$ cat config.mk
export PLATFORM = sky130hd
export DESIGN_NAME = touch_sequence_scheduler
export DESIGN_NICKNAME = d
export VERILOG_FILES = /design/src/bit_sync.v /design/src/slot_timer.v /design/src/touch_sequence_scheduler.v
export VERILOG_INCLUDE_DIRS = /design/src
export SDC_FILE = /design/constraint.sdc
export NUM_CORES = 1
export LEC_CHECK = 0
export BUFFER_PORTS_ARGS = -buffer_cell sky130_fd_sc_hd__buf_2
export CELL_PAD_IN_SITES_DETAIL_PLACEMENT = 0
export CELL_PAD_IN_SITES_GLOBAL_PLACEMENT = 2
export CORE_ASPECT_RATIO = 1.4
export CORE_MARGIN = 3
export CORE_UTILIZATION = 34
export CTS_CLUSTER_DIAMETER = 40
export CTS_CLUSTER_SIZE = 10
export DETAILED_ROUTE_END_ITERATION = 8
export PLACE_DENSITY = 0.85
export SYNTH_ARGS = -nofsm -noshare
export SYNTH_HDL_FRONTEND = slang
export SYNTH_SLANG_ARGS = --single-unit
$ cat constraint.sdc
create_clock -name CLK -period 4.05 [get_ports CLK]
set_input_delay 0.81 -clock CLK [delete_from_list [all_inputs] [get_ports CLK]]
set_output_delay 0.81 -clock CLK [all_outputs]
set_load 0.1 [all_outputs]
$ cat src/touch_consts.vh
`ifndef TOUCH_CONSTS_VH
`define TOUCH_CONSTS_VH

// Register indices; byte address is four times the index
`define CTRL_INDEX 10'h069
`define START_INDEX 10'h06A
`define STATUS_INDEX 10'h070
`define MASK_INDEX 10'h071
`define STATE_INDEX 10'h072

// Control and start register fields
`define AUTO_EN_BIT 0
`define DET_EN_BIT 1
`define SEL_BIT 2
`define IDLE_LSB 3
`define IDLE_MSB 5
`define SETTLE_LSB 6
`define SETTLE_MSB 7
`define MANUAL_BIT 6
`define CTRL_RESET 8'h00

// Idle interval decode, in slots
`define IDLE_SLOTS_0 9'h000
`define IDLE_SLOTS_1 9'h002
`define IDLE_SLOTS_2 9'h005
`define IDLE_SLOTS_3 9'h00A
`define IDLE_SLOTS_4 9'h01E
`define IDLE_SLOTS_5 9'h050
`define IDLE_SLOTS_6 9'h082
`define IDLE_SLOTS_7 9'h14A

// Settle interval decode, in slots
`define SETTLE_SLOTS_0 9'h000
`define SETTLE_SLOTS_1 9'h001
`define SETTLE_SLOTS_2 9'h002
`define SETTLE_SLOTS_3 9'h004

// Slot timing
`define SLOT_TIME_NS 50000
`define CLK_PERIOD_NS 4

// Panel switch patterns {Y-, Y+, X-, X+} and mux codes
`define SW_OPEN 4'h0
`define SW_X 4'h3
`define SW_Y 4'hC
`define SW_Z 4'h6
`define MUX_XP 2'h0
`define MUX_YP 2'h1

// Event bits
`define EV_SEQ 0
`define EV_TOUCH 1
`define EV_MEAS 2
`define EV_WIDTH 3

// Bus responses
`define RESP_OKAY 2'h0
`define RESP_SLVERR 2'h2

`endif

$ cat src/bit_sync.v
`timescale 1ns/1ns
// Two-stage synchroniser for asynchronous levels
module bit_sync #(
    parameter WIDTH = 1
) (
    // Clock and reset
    input wire clk,
    input wire rst_n,
    // Levels
    input wire [WIDTH-1:0] async_in,
    output wire [WIDTH-1:0] sync_out
);
    reg [WIDTH-1:0] stage1_reg; // Read only by stage2_reg
    reg [WIDTH-1:0] stage2_reg; // Safe copy

    // Plain two-flop chain
    always @(posedge clk or negedge rst_n) begin
        if (!rst_n) begin
            stage1_reg <= {WIDTH{1'b0}};
            stage2_reg <= {WIDTH{1'b0}};
        end else begin
            stage1_reg <= async_in;
            stage2_reg <= stage1_reg;
        end
    end

    assign sync_out = stage2_reg;
endmodule // bit_sync

$ cat src/slot_timer.v
`timescale 1ns/1ns
// Free-running conversion slot timer; one-cycle tick per slot boundary
module slot_timer #(
    parameter SLOT_CYCLES = 12500,
    parameter CW = 16
) (
    // Clock and reset
    input wire clk,
    input wire rst_n,
    // Slot boundary pulse
    output reg tick
);
    reg [CW-1:0] count_reg; // Cycles into current slot

    // Wraps at SLOT_CYCLES so the boundary cadence matches the shared ADC
    always @(posedge clk or negedge rst_n) begin
        if (!rst_n) begin
            count_reg <= {CW{1'b0}};
            tick <= 1'b0;
        end else if (count_reg == SLOT_CYCLES[CW-1:0] - 1'b1) begin
            count_reg <= {CW{1'b0}};
            tick <= 1'b1;
        end else begin
            count_reg <= count_reg + 1'b1;
            tick <= 1'b0;
        end
    end
endmodule // slot_timer

$ cat src/touch_sequence_scheduler.v
// Notes on behaviour
// - Control bit 0 enables automatic sequences
// - Control bit 1 enables contact detect, repeating
// - Select 0: X, Y, Z, X, Y with checks
// - Select 1: X-only, each followed by check
// - Repeat while contact present, else one sequence
// - Bits 5:3 choose idle slots between groups
// - Idle gaps keep every panel switch open
// - Bits 7:6 choose settle slots before conversion
// - Code 00 closes inside slot, 01 earlier
// - Switches set, settle, then sample, repeating
// - Settle up to one slot: back-to-back readings
// - Manual start runs one sequence, then self-clears
// - Read-only contact present status stops repeats
//
// Design decision made here: the AXI4-Lite slave port.
`timescale 1ns/1ns
`include "touch_consts.vh"
module touch_sequence_scheduler #(
    parameter SLOT_CYCLES = `SLOT_TIME_NS / `CLK_PERIOD_NS,
    parameter AW = 12
) (
    // Clock and reset
    input wire CLK,
    input wire RST_B,
    // AXI4-Lite write address and data
    input wire [AW-1:0] S_AXI_AWADDR,
    input wire S_AXI_AWVALID,
    output wire S_AXI_AWREADY,
    input wire [31:0] S_AXI_WDATA,
    input wire [3:0] S_AXI_WSTRB,
    input wire S_AXI_WVALID,
    output wire S_AXI_WREADY,
    // AXI4-Lite write response
    output reg [1:0] S_AXI_BRESP,
    output reg S_AXI_BVALID,
    input wire S_AXI_BREADY,
    // AXI4-Lite read
    input wire [AW-1:0] S_AXI_ARADDR,
    input wire S_AXI_ARVALID,
    output wire S_AXI_ARREADY,
    output reg [31:0] S_AXI_RDATA,
    output reg [1:0] S_AXI_RRESP,
    output reg S_AXI_RVALID,
    input wire S_AXI_RREADY,
    // Panel and ADC side
    input wire CONTACT_IN,
    output reg [3:0] PANEL_SW,
    output reg [1:0] ADC_MUX,
    output reg ADC_CONVERT,
    output reg DETECT_EN,
    // Interrupt
    output wire IRQ
);
    // One-hot states
    localparam ST_IDLE = 5'b00001;
    localparam ST_SETTLE = 5'b00010;
    localparam ST_CONVERT = 5'b00100;
    localparam ST_CHECK = 5'b01000;
    localparam ST_GAP = 5'b10000;

    reg [1:0] rst_sync_reg; // Reset release chain
    wire rst_n; // Synchronised reset
    wire tick; // Slot boundary
    wire contact_sync; // Synchronised contact comparator

    // Reset asserts at once, releases after two edges
    always @(posedge CLK or negedge RST_B) begin
        if (!RST_B) begin
            rst_sync_reg <= 2'b00;
        end else begin
            rst_sync_reg <= {rst_sync_reg[0], 1'b1};
        end
    end
    assign rst_n = rst_sync_reg[1];

    slot_timer #(.SLOT_CYCLES(SLOT_CYCLES), .CW(32)) u_slot (
        .clk(CLK),
        .rst_n(rst_n),
        .tick(tick)
    );

    bit_sync #(.WIDTH(1)) u_contact_sync (
        .clk(CLK),
        .rst_n(rst_n),
        .async_in(CONTACT_IN),
        .sync_out(contact_sync)
    );

    // Software-visible state
    reg [7:0] ctrl_reg; // Control register
    reg manual_reg; // Manual start request
    reg contact_reg; // Contact present status
    reg [`EV_WIDTH-1:0] status_reg; // Sticky events
    reg [`EV_WIDTH-1:0] mask_reg; // Interrupt enables
    wire auto_en = ctrl_reg[`AUTO_EN_BIT];
    wire det_en = ctrl_reg[`DET_EN_BIT];
    wire x_only = ctrl_reg[`SEL_BIT];

    // Sequencer state
    reg [4:0] state_reg, state_next;
    reg [2:0] step_reg, step_next; // Measurement index in sequence
    reg [8:0] cnt_reg, cnt_next; // Slots left in settle or gap
    reg [8:0] idle_slots; // Decoded idle interval
    reg [8:0] settle_slots; // Decoded settle interval
    reg seq_end; // Last check of sequence finishing
    reg conv_start; // Entering a conversion slot
    reg [`EV_WIDTH-1:0] events; // Event pulses this cycle
    wire last_step = x_only ? 1'b1 : (step_reg == 3'd4);
    wire start_req = auto_en & (manual_reg | (det_en & contact_reg));

    // Interval decode, all in slot units
    always @* begin
        case (ctrl_reg[`IDLE_MSB:`IDLE_LSB])
            3'd0: idle_slots = `IDLE_SLOTS_0;
            3'd1: idle_slots = `IDLE_SLOTS_1;
            3'd2: idle_slots = `IDLE_SLOTS_2;
            3'd3: idle_slots = `IDLE_SLOTS_3;
            3'd4: idle_slots = `IDLE_SLOTS_4;
            3'd5: idle_slots = `IDLE_SLOTS_5;
            3'd6: idle_slots = `IDLE_SLOTS_6;
            default: idle_slots = `IDLE_SLOTS_7;
        endcase
        case (ctrl_reg[`SETTLE_MSB:`SETTLE_LSB])
            2'd0: settle_slots = `SETTLE_SLOTS_0;
            2'd1: settle_slots = `SETTLE_SLOTS_1;
            2'd2: settle_slots = `SETTLE_SLOTS_2;
            default: settle_slots = `SETTLE_SLOTS_3;
        endcase
    end

    // Next state; moves only on slot boundaries
    always @* begin
        state_next = state_reg;
        step_next = step_reg;
        cnt_next = cnt_reg;
        seq_end = 1'b0;
        conv_start = 1'b0;
        if (tick) begin
            case (state_reg)
                ST_IDLE: begin
                    if (start_req) begin
                        step_next = 3'd0;
                        // Zero settle closes switches in the conversion slot
                        if (settle_slots == 9'd0) begin
                            state_next = ST_CONVERT;
                            conv_start = 1'b1;
                        end else begin
                            state_next = ST_SETTLE;
                            cnt_next = settle_slots - 9'd1;
                        end
                    end
                end
                ST_SETTLE: begin
                    if (cnt_reg == 9'd0) begin
                        state_next = ST_CONVERT;
                        conv_start = 1'b1;
                    end else begin
                        cnt_next = cnt_reg - 9'd1;
                    end
                end
                ST_CONVERT: begin
                    state_next = ST_CHECK;
                end
                ST_CHECK: begin
                    if (!last_step) begin
                        // No gap inside a sequence: back-to-back at small settle
                        step_next = step_reg + 3'd1;
                        if (settle_slots == 9'd0) begin
                            state_next = ST_CONVERT;
                            conv_start = 1'b1;
                        end else begin
                            state_next = ST_SETTLE;
                            cnt_next = settle_slots - 9'd1;
                        end
                    end else begin
                        seq_end = 1'b1;
                        // Repeat only while detection sees a touch
                        if (auto_en & det_en & contact_sync) begin
                            if (idle_slots == 9'd0) begin
                                state_next = ST_IDLE;
                            end else begin
                                state_next = ST_GAP;
                                cnt_next = idle_slots - 9'd1;
                            end
                        end else begin
                            state_next = ST_IDLE;
                        end
                    end
                end
                ST_GAP: begin
                    if (cnt_reg == 9'd0) begin
                        state_next = ST_IDLE;
                    end else begin
                        cnt_next = cnt_reg - 9'd1;
                    end
                end
                default: state_next = ST_IDLE;
            endcase
            // Disabling auto mode abandons any sequence at the next boundary
            if (!auto_en) begin
                state_next = ST_IDLE;
                conv_start = 1'b0;
                seq_end = 1'b0;
            end
        end
        events = {conv_start, 1'b0, seq_end};
        events[`EV_TOUCH] = contact_sync & ~contact_reg & det_en;
    end

    // Sequencer registers and panel drive
    always @(posedge CLK or negedge rst_n) begin
        if (!rst_n) begin
            state_reg <= ST_IDLE;
            step_reg <= 3'd0;
            cnt_reg <= 9'd0;
            contact_reg <= 1'b0;
            PANEL_SW <= `SW_OPEN;
            ADC_MUX <= `MUX_XP;
            ADC_CONVERT <= 1'b0;
            DETECT_EN <= 1'b0;
        end else begin
            state_reg <= state_next;
            step_reg <= step_next;
            cnt_reg <= cnt_next;
            ADC_CONVERT <= conv_start;
            // Status follows the comparator only while detection is on
            contact_reg <= det_en & contact_sync;
            // Detect circuit powered outside measurement slots
            DETECT_EN <= det_en & ~state_next[1] & ~state_next[2];
            if (state_next == ST_SETTLE || state_next == ST_CONVERT) begin
                if (x_only || step_next == 3'd0 || step_next == 3'd3) begin
                    PANEL_SW <= `SW_X;
                    ADC_MUX <= `MUX_YP;
                end else if (step_next == 3'd2) begin
                    PANEL_SW <= `SW_Z;
                    ADC_MUX <= `MUX_XP;
                end else begin
                    PANEL_SW <= `SW_Y;
                    ADC_MUX <= `MUX_XP;
                end
            end else begin
                // Idle, gap and checks leave the screen unpowered
                PANEL_SW <= `SW_OPEN;
            end
        end
    end

    // AXI4-Lite slave
    reg aw_held_reg, w_held_reg; // Accepted halves of a write
    reg [9:0] waddr_reg; // Held write index
    reg [7:0] wdata_reg; // Held write byte
    reg wbyte_reg; // Low byte lane enabled
    wire aw_take = S_AXI_AWVALID & S_AXI_AWREADY;
    wire w_take = S_AXI_WVALID & S_AXI_WREADY;
    wire ar_take = S_AXI_ARVALID & S_AXI_ARREADY;
    wire do_write = aw_held_reg & w_held_reg & ~S_AXI_BVALID;
    wire wr_hit = (waddr_reg == `CTRL_INDEX) | (waddr_reg == `START_INDEX) |
                  (waddr_reg == `STATUS_INDEX) | (waddr_reg == `MASK_INDEX) |
                  (waddr_reg == `STATE_INDEX);
    wire [9:0] raddr = S_AXI_ARADDR[11:2];
    reg [31:0] rd_mux; // Read data for raddr
    reg rd_hit; // Read address mapped

    assign S_AXI_AWREADY = ~aw_held_reg & ~S_AXI_BVALID;
    assign S_AXI_WREADY = ~w_held_reg & ~S_AXI_BVALID;
    assign S_AXI_ARREADY = ~S_AXI_RVALID;

    // Read decode; unused bits read as zero
    always @* begin
        rd_mux = 32'h0000_0000;
        rd_hit = 1'b1;
        case (raddr)
            `CTRL_INDEX: rd_mux[7:0] = ctrl_reg;
            `START_INDEX: rd_mux[`MANUAL_BIT] = manual_reg;
            `STATUS_INDEX: rd_mux[`EV_WIDTH-1:0] = status_reg;
            `MASK_INDEX: rd_mux[`EV_WIDTH-1:0] = mask_reg;
            `STATE_INDEX: rd_mux[12:0] = {cnt_reg, step_reg, contact_reg};
            default: rd_hit = 1'b0;
        endcase
    end

    // Bus handshakes and register writes
    always @(posedge CLK or negedge rst_n) begin
        if (!rst_n) begin
            aw_held_reg <= 1'b0;
            w_held_reg <= 1'b0;
            waddr_reg <= 10'h000;
            wdata_reg <= 8'h00;
            wbyte_reg <= 1'b0;
            S_AXI_BVALID <= 1'b0;
            S_AXI_BRESP <= `RESP_OKAY;
            S_AXI_RVALID <= 1'b0;
            S_AXI_RRESP <= `RESP_OKAY;
            S_AXI_RDATA <= 32'h0000_0000;
            ctrl_reg <= `CTRL_RESET;
            manual_reg <= 1'b0;
            mask_reg <= {`EV_WIDTH{1'b0}};
            status_reg <= {`EV_WIDTH{1'b0}};
        end else begin
            if (aw_take) begin
                aw_held_reg <= 1'b1;
                waddr_reg <= S_AXI_AWADDR[11:2];
            end
            if (w_take) begin
                w_held_reg <= 1'b1;
                wdata_reg <= S_AXI_WDATA[7:0];
                wbyte_reg <= S_AXI_WSTRB[0];
            end
            // Hardware clears the request when its sequence ends
            if (seq_end) begin
                manual_reg <= 1'b0;
            end
            // Events set; a write of one clears, but a new event wins
            status_reg <= status_reg | events;
            if (do_write) begin
                aw_held_reg <= 1'b0;
                w_held_reg <= 1'b0;
                S_AXI_BVALID <= 1'b1;
                S_AXI_BRESP <= wr_hit ? `RESP_OKAY : `RESP_SLVERR;
                if (wbyte_reg) begin
                    case (waddr_reg)
                        `CTRL_INDEX: ctrl_reg <= wdata_reg;
                        `START_INDEX: begin
                            // Ignored unless auto mode is on
                            if (wdata_reg[`MANUAL_BIT] & auto_en) begin
                                manual_reg <= 1'b1;
                            end
                        end
                        `STATUS_INDEX: begin
                            status_reg <= (status_reg & ~wdata_reg[`EV_WIDTH-1:0]) | events;
                        end
                        `MASK_INDEX: mask_reg <= wdata_reg[`EV_WIDTH-1:0];
                        default: begin
                        end
                    endcase
                end
            end else if (S_AXI_BVALID & S_AXI_BREADY) begin
                S_AXI_BVALID <= 1'b0;
            end
            if (ar_take) begin
                S_AXI_RVALID <= 1'b1;
                S_AXI_RDATA <= rd_mux;
                S_AXI_RRESP <= rd_hit ? `RESP_OKAY : `RESP_SLVERR;
            end else if (S_AXI_RVALID & S_AXI_RREADY) begin
                S_AXI_RVALID <= 1'b0;
            end
        end
    end

    // Level interrupt from unmasked sticky events
    assign IRQ = |(status_reg & mask_reg);
endmodule // touch_sequence_scheduler

Word level (Yosys, flattened, before mapping)
Index checks and enable logic that the tools add are counted.
{"block": "op_classes", "n_addsub": 5, "eq_ne": 33, "muxes": 65, "bitwise_logic": 36, "reduce_logical": 20}
{"op": "== test 10 x 7 -> 1 bit (second input constant)", "count": 10}
{"op": "case mux 9 bit (7 select lines)", "count": 1}
{"op": "two-way mux 9 bit", "count": 6}
{"op": "two-way mux 5 bit", "count": 9}
{"op": "adder 32 x 1 -> 32 bit (second input constant)", "count": 1}
{"op": "== test 32 x 14 -> 1 bit (second input constant)", "count": 1}
{"op": "two-way mux 32 bit", "count": 1}
{"op": "zero test 9 bit", "count": 3}
{"op": "two-way mux 1 bit", "count": 27}
{"op": "case mux 9 bit (3 select lines)", "count": 1}
{"op": "subtractor 9 x 1 -> 9 bit (second input constant)", "count": 3}
{"op": "case mux 5 bit (5 select lines)", "count": 1}
{"op": "two-way mux 3 bit", "count": 7}
{"op": "bitwise AND 1 bit", "count": 19}
{"op": "== test 3 x 2 -> 1 bit (second input constant)", "count": 4}
{"op": "== test 3 bit (second input constant)", "count": 4}
{"op": "two-way mux 4 bit", "count": 3}
{"op": "case mux 3 bit (2 select lines)", "count": 2}
{"op": "case mux 3 bit (4 select lines)", "count": 1}
{"op": "== test 5 x 2 -> 1 bit (second input constant)", "count": 2}
{"op": "== test 5 x 3 -> 1 bit (second input constant)", "count": 2}
{"op": "case mux 3 bit (3 select lines)", "count": 1}
{"op": "nonzero test 2 bit", "count": 4}
{"op": "NOT 1 bit", "count": 7}
{"op": "other kinds (25)", "count": 39}
{"block": "word_totals", "ff_bits": 118, "in_bits": 68, "out_inout_bits": 50, "wordCells": 186}

Logic depth before layout (Yosys ltp)
{"block": "depth", "depth_word": 12, "ltp_mapped": 10, "mapped_depth_nobuf": 9}

Hierarchy
Synthesis repeated with hierarchy kept, for this count alone.
{"block": "hier_totals", "hier_cells": 569, "area_unflattened_um2": 5870.6}
{"mod": "touch_sequence_scheduler", "instances": 1, "cells_per_inst": 427, "area_each_um2": 4265.3, "seq_area_each_um2": 2003.2}
{"mod": "slot_timer", "instances": 1, "cells_per_inst": 140, "area_each_um2": 1555.2, "seq_area_each_um2": 825.8}
{"mod": "bit_sync", "instances": 1, "cells_per_inst": 2, "area_each_um2": 50.0, "seq_area_each_um2": 50.0}

Least setup slack after synthesis
OpenSTA, ideal clock, no wires.
{"block": "synth_timing", "kind": "reg-to-reg", "from": "register S_AXI_BVALID", "to": "register waddr_reg[0]", "setup_time_ns": 0.125, "t_arrival_ns": 3.174, "t_required_ns": 3.925, "setup_slack_ns": 0.751, "path_stages_with_launch": 5, "path_buffers": 1, "period_less_slack_ns": 3.299, "path_cell_list": "dfrtp_1 nor2_1 and2_1 clkbuf_1 mux2_2"}
{"block": "synth_via", "elab_chain_cells": 3}
{"item": "start, declared", "line": "touch_sequence_scheduler.v:36", "text": "output reg S_AXI_BVALID,"}
{"item": "start signal, assigned", "line": "touch_sequence_scheduler.v:291", "text": "S_AXI_BVALID <= 1'b0;"}
{"item": "start signal, assigned", "line": "touch_sequence_scheduler.v:319", "text": "S_AXI_BVALID <= 1'b1;"}
{"item": "start signal, assigned", "line": "touch_sequence_scheduler.v:339", "text": "S_AXI_BVALID <= 1'b0;"}
{"item": "NOT 1 bit", "line": "touch_sequence_scheduler.v:265", "text": "assign S_AXI_AWREADY = ~aw_held_reg & ~S_AXI_BVALID;"}
{"item": "bitwise AND 1 bit", "line": "touch_sequence_scheduler.v:265"}
{"item": "net S_AXI_AWREADY", "line": "touch_sequence_scheduler.v:29", "text": "output wire S_AXI_AWREADY,"}
{"item": "bitwise AND 1 bit", "line": "touch_sequence_scheduler.v:254", "text": "wire aw_take = S_AXI_AWVALID & S_AXI_AWREADY;"}
{"item": "end signal, assigned", "line": "touch_sequence_scheduler.v:303", "text": "waddr_reg <= S_AXI_AWADDR[11:2];"}
{"item": "end, declared", "line": "touch_sequence_scheduler.v:251", "text": "reg [9:0] waddr_reg;"}
The timed path passes the listed nets, and every way through them passes these cells.
A chain may end at the register's enable or synchronous reset.

Worst setup path after layout
{"block": "layout_timing", "from": "register cnt_reg[0]", "to": "register ADC_MUX[0]"}
{"block": "layout_via", "elab_chain_cells": 7, "elab_cells_between_ends": 9, "classes_between": "eq/ne: 2; mux: 5; reduce/logical: 2"}
{"item": "start, declared", "line": "touch_sequence_scheduler.v:103", "text": "reg [8:0] cnt_reg, cnt_next;"}
{"item": "start signal, assigned", "line": "touch_sequence_scheduler.v:225", "text": "cnt_reg <= cnt_next;"}
{"item": "zero test 9 bit (*)", "line": "touch_sequence_scheduler.v:155, touch_sequence_scheduler.v:192"}
{"item": "two-way mux 5 bit (on tied branches)", "line": "touch_sequence_scheduler.v:192, touch_sequence_scheduler.v:155"}
{"item": "case mux 5 bit (5 select lines) (*)", "line": "touch_sequence_scheduler.v:140", "text": "case (state_reg)"}
{"item": "two-way mux 5 bit (*)", "line": "touch_sequence_scheduler.v:201", "text": "if (!auto_en) begin"}
{"item": "two-way mux 5 bit (*)", "line": "touch_sequence_scheduler.v:139", "text": "if (tick) begin"}
{"item": "== test 5 x 2 -> 1 bit / == test 5 x 3 -> 1 bit (equally long branches)", "line": "touch_sequence_scheduler.v:231", "text": "if (state_next == ST_SETTLE || state_next == ST_CONVERT) begin"}
{"item": "logical OR 1 bit (*)", "line": "touch_sequence_scheduler.v:231"}
{"item": "end signal, assigned", "line": "touch_sequence_scheduler.v:234", "text": "ADC_MUX <= `MUX_YP;"}
{"item": "end signal, assigned", "line": "touch_sequence_scheduler.v:237", "text": "ADC_MUX <= `MUX_XP;"}
{"item": "end signal, assigned", "line": "touch_sequence_scheduler.v:240", "text": "ADC_MUX <= `MUX_XP;"}
{"item": "end, declared", "line": "touch_sequence_scheduler.v:49", "text": "output reg [1:0] ADC_MUX,"}
Mark *: on every way between the ends. The rest lies on a longest branch, timed or not.

==> run_results.csv <==
group,metric,value,unit
clock_network,cts_root_buffer,"clkbuf_16",
synth,syn_inst,560,
grt,grt_use_met2,25.2,%
final_layout,area_delta_synth_final,19.0,%
route,routed_wl,13100,um
clock_network,cts_tree,"built",
worst_setup_path,rr_worst_depth,9,
sta,tns,0,ns
synth,seq_area_frac_synth,50.1,%
sta,setup_viol,0,
final_layout,final_nets,708,
power_and_ir_drop,internal_power,2.52,mW
sta,clock_skew,0.00685,ns
worst_setup_path,cp_max_fo,7,
sta,fin_ws,0.824,ns
clock_network,ctsLongestPathBuffers,2,
grt,grt_pass1_wl,22200,um
power_and_ir_drop,power.share.clock,44.7,%
clock_network,cts_hold_buf,0,
worst_setup_path,start_kind,"flip-flop",
synth,synth_area,0.00575,sq mm
final_layout,drive_gt1_share,22.1,%
sta,slew_headroom,35.0,%
worst_setup_path,slowest_stage,"or4b_1",
route,dr.pass1.iters,4,
sta,rsz0062_at_grt,"no",
grt,met3_usage,4.51,%
placed_design,place_hpwl,9750,um
sta,slew_viol_final,0,
final_layout,register_area,0.00288,sq mm
placed_design,place_congestion,0.798,
sta,fin_crit,3.23,ns
synth,ys_ff_latch,115,
run,drv_cap,0,
final_layout,filler_cell_count,1619,
clock_network,clock_sinks,115,
worst_setup_path,end_kind,"flip-flop",
worst_setup_path,r2r_start,"cnt_reg[0]",
clock_network,post-cts-setup-buffers,0,
worst_setup_path,cp_top_family,"simple AND/OR/NAND/NOR gates",
sta,holdWs,0.170,ns
final_layout,multi_input_area,0.00262,sq mm
clock_network,clkSlewWorstSetupHoldPaths,0.05,ns
placed_design,dp_slack,0.819,ns
worst_setup_path,path_class,"reg -> reg",
status,outcome,"complete, no violations",
worst_setup_path,crit_arrival,3.52,ns
route,drtIter0Drc,213,
floorplan,dieHeight,160,um
worst_setup_path,path_depth,9,
floorplan,die_area,0.0185,sq mm
synth,async_flop_share,100,%
clock_network,post_cts_resize_count,0,
final_layout,num_antenna_cells,0,
grt,grt_antenna_before_repair,0,
floorplan,start_util,35.1,%
route,ant_nets,0,
synth,yosysWarningCount,0,
clock_network,cts_htree_levels,4,
route,drc,0,
power_and_ir_drop,swShare,29.6,%
worst_setup_path,worst-path-buf-inv,1,
floorplan,core_area,0.0164,sq mm
power_and_ir_drop,power_frac_comb,16.4,%
worst_setup_path,critPathLaunch,"cnt_reg[0]",
floorplan,ios,118,
power_and_ir_drop,leakagePower,3.22,nW
floorplan,chipWidth,116,um
power_and_ir_drop,ir_worst_vdd,0.289,mV
worst_setup_path,r2r_end,"ADC_MUX[0]",
route,vias,4294,
grt,grt_pass1_vias,4478,
sta,hold_violations,0,
worst_setup_path,crit_chain,"inv_1 > ha_1 > or4b_1 > or4_1 > o211ai_1 > a2bb2oi_1 > xnor2_1 > or4_4 > mux2_4",
sta,max_freq,310,MHz
power_and_ir_drop,p_per_area,523,mW/mm^2
power_and_ir_drop,switchingPower,1.06,mW
placed_design,port_buffers,64,
min_path,hp-class,"in -> async",
sta,worstMarginPinSlew,0.972,ns
worst_setup_path,required,4.34,ns
synth,synth_flop_cell,"dfrtp_1",
clock_network,cts_made_buffers,17,
worst_setup_path,max_stage_delay,0.61,ns
route,wl_per_cell,15.5,um
final_layout,largest_reg_flops,32,
grt,use_met1,18.1,%
synth,syn_avg_cell_area,10.3,sq um
clock_network,clk_latency,0.42,ns
grt,grt_max_degree,75,
grt,grtUsageTotal,15.1,%
synth,synth.distinct_cells,59,
synth,synth-edff-count,0,
worst_setup_path,worstSetupEndpoint,"ADC_MUX[0]",
power_and_ir_drop,seq_power_share,38.9,%
grt,grt-busiest-layer,"met2",
worst_setup_path,r2r_slack,0.82,ns
grt,grt-ovfl-total,0,
route,viasPerCell,5.10,
floorplan,placementRows,55,
sta,fin_crit_sh,79.7,%
==> per-layer routing <==
| metal | wire [um] | part of all wire [%] |
|---|---|---|
| met1 | 5520 | 42 |
| met2 | 6720 | 51 |
| met3 | 555 | 4.2 |
| met4 | 299 | 2.3 |
| met5 | 0 | 0 |
==> worst min path at each step <==
| stage | startpoint | end | slack (ns) |
|---|---|---|---|
| final | RST_B | rst_sync_reg[1] | 0.17 |
| after CTS | RST_B | rst_sync_reg[1] | 0.15 |
| after detailed placement | rst_sync_reg[0] | rst_sync_reg[1] | 0.34 |
| after global routing | RST_B | rst_sync_reg[1] | 0.15 |
| after global placement | rst_sync_reg[0] | rst_sync_reg[1] | 0.34 |
| after floorplan | rst_sync_reg[0] | rst_sync_reg[1] | 0.33 |
==> synthesized netlist by cell type (8+ instances only) <==
cell type / instances / area [sq um]
inv_1: 24 / 90.1
buf_4: 22 / 165
nand3_1: 18 / 90.1
nor4_1: 9 / 56.3
xnor2_1: 30 / 263
nand2_1: 70 / 263
mux2_2: 29 / 327
and3_1: 8 / 50.1
dfrtp_1: 114 / 2850
o21ai_0: 36 / 180
nor2_1: 36 / 135
ha_1: 10 / 125
nand4_1: 11 / 68.8
clkbuf_1: 16 / 60.1
==> power by group through the flow <==
stage | combinational [mW] | sequential (mW) | clock [mW]
floorplan | 0.424 | 1.48 | 0
global placement | 0.581 | 1.40 | 0
detailed placement | 0.593 | 1.41 | 0
global route | 0.626 | 1.41 | 1.70
CTS | 0.594 | 1.39 | 1.64
finish | 0.587 | 1.39 | 1.60
==> placed cells by master (no fill, tap or decap), types with 4 or more instances in the layout <==
cell,count
nor3b_1,4
dfrtp_1,113
buf_2,64
inv_1,24
a31oi_1,4
conb_1,23
bufinv_16,4
mux2_2,29
o21ai_0,36
nand2_1,70
a22o_1,5
a222oi_1,5
o22ai_1,6
a21oi_1,7
nand3_1,18
or4_1,5
buf_4,6
xnor2_1,30
and2_1,5
clkbuf_16,17
and3_1,8
nor2b_1,7
a21o_1,5
nor2_1,36
xor2_1,7
nor3_1,7
o211ai_1,4
nand4_1,11
ha_1,10
nor4_1,9
nand3b_1,5
a22oi_1,7
==> through the flow <==
step | util, % | instances | cell area (sq um) | total power, mW
after global placement | 37.9 | 810 | 6200 | 1.99
after detailed placement | 37.9 | 810 | 6200 | 2.00
after CTS | 41.8 | 842 | 6840 | 3.62
after floorplan | - | 581 | 5830 | 1.90
after global routing | 41.8 | 842 | 6840 | 3.74
final | 41.8 | 842 | 6840 | 3.58
==> cells by family after synthesis <==
family / synth area share [%]
other cells: 0.131
xor+xnor: 5.64
flops: 50.1
buf+inv: 5.77
mux: 6.46
simple gates: 18.2
fa+ha+maj: 2.18
compound gates: 11.6
==> layout make-up <==
| class | instances | share of cell area [%] |
|---|---|---|
| Sequential cell | 115 | 42.2 |
| Multi-Input combinational cell | 402 | 38.3 |
| Clock buffer | 21 | 6.73 |
| Timing Repair Buffer | 70 | 5.34 |
| Tap cell | 199 | 3.64 |
| Clock inverter | 11 | 2.56 |
| Inverter | 24 | 1.32 |
==> worst register-to-register path: stages (launching register included) <==
cell,delay (ns)
dfrtp_1,0.42
inv_1,0.12
ha_1,0.21
or4b_1,0.61
or4_1,0.52
o211ai_1,0.13
a2bb2oi_1,0.15
xnor2_1,0.15
or4_4,0.47
mux2_4,0.32
(Power assumes the default switching activity.)
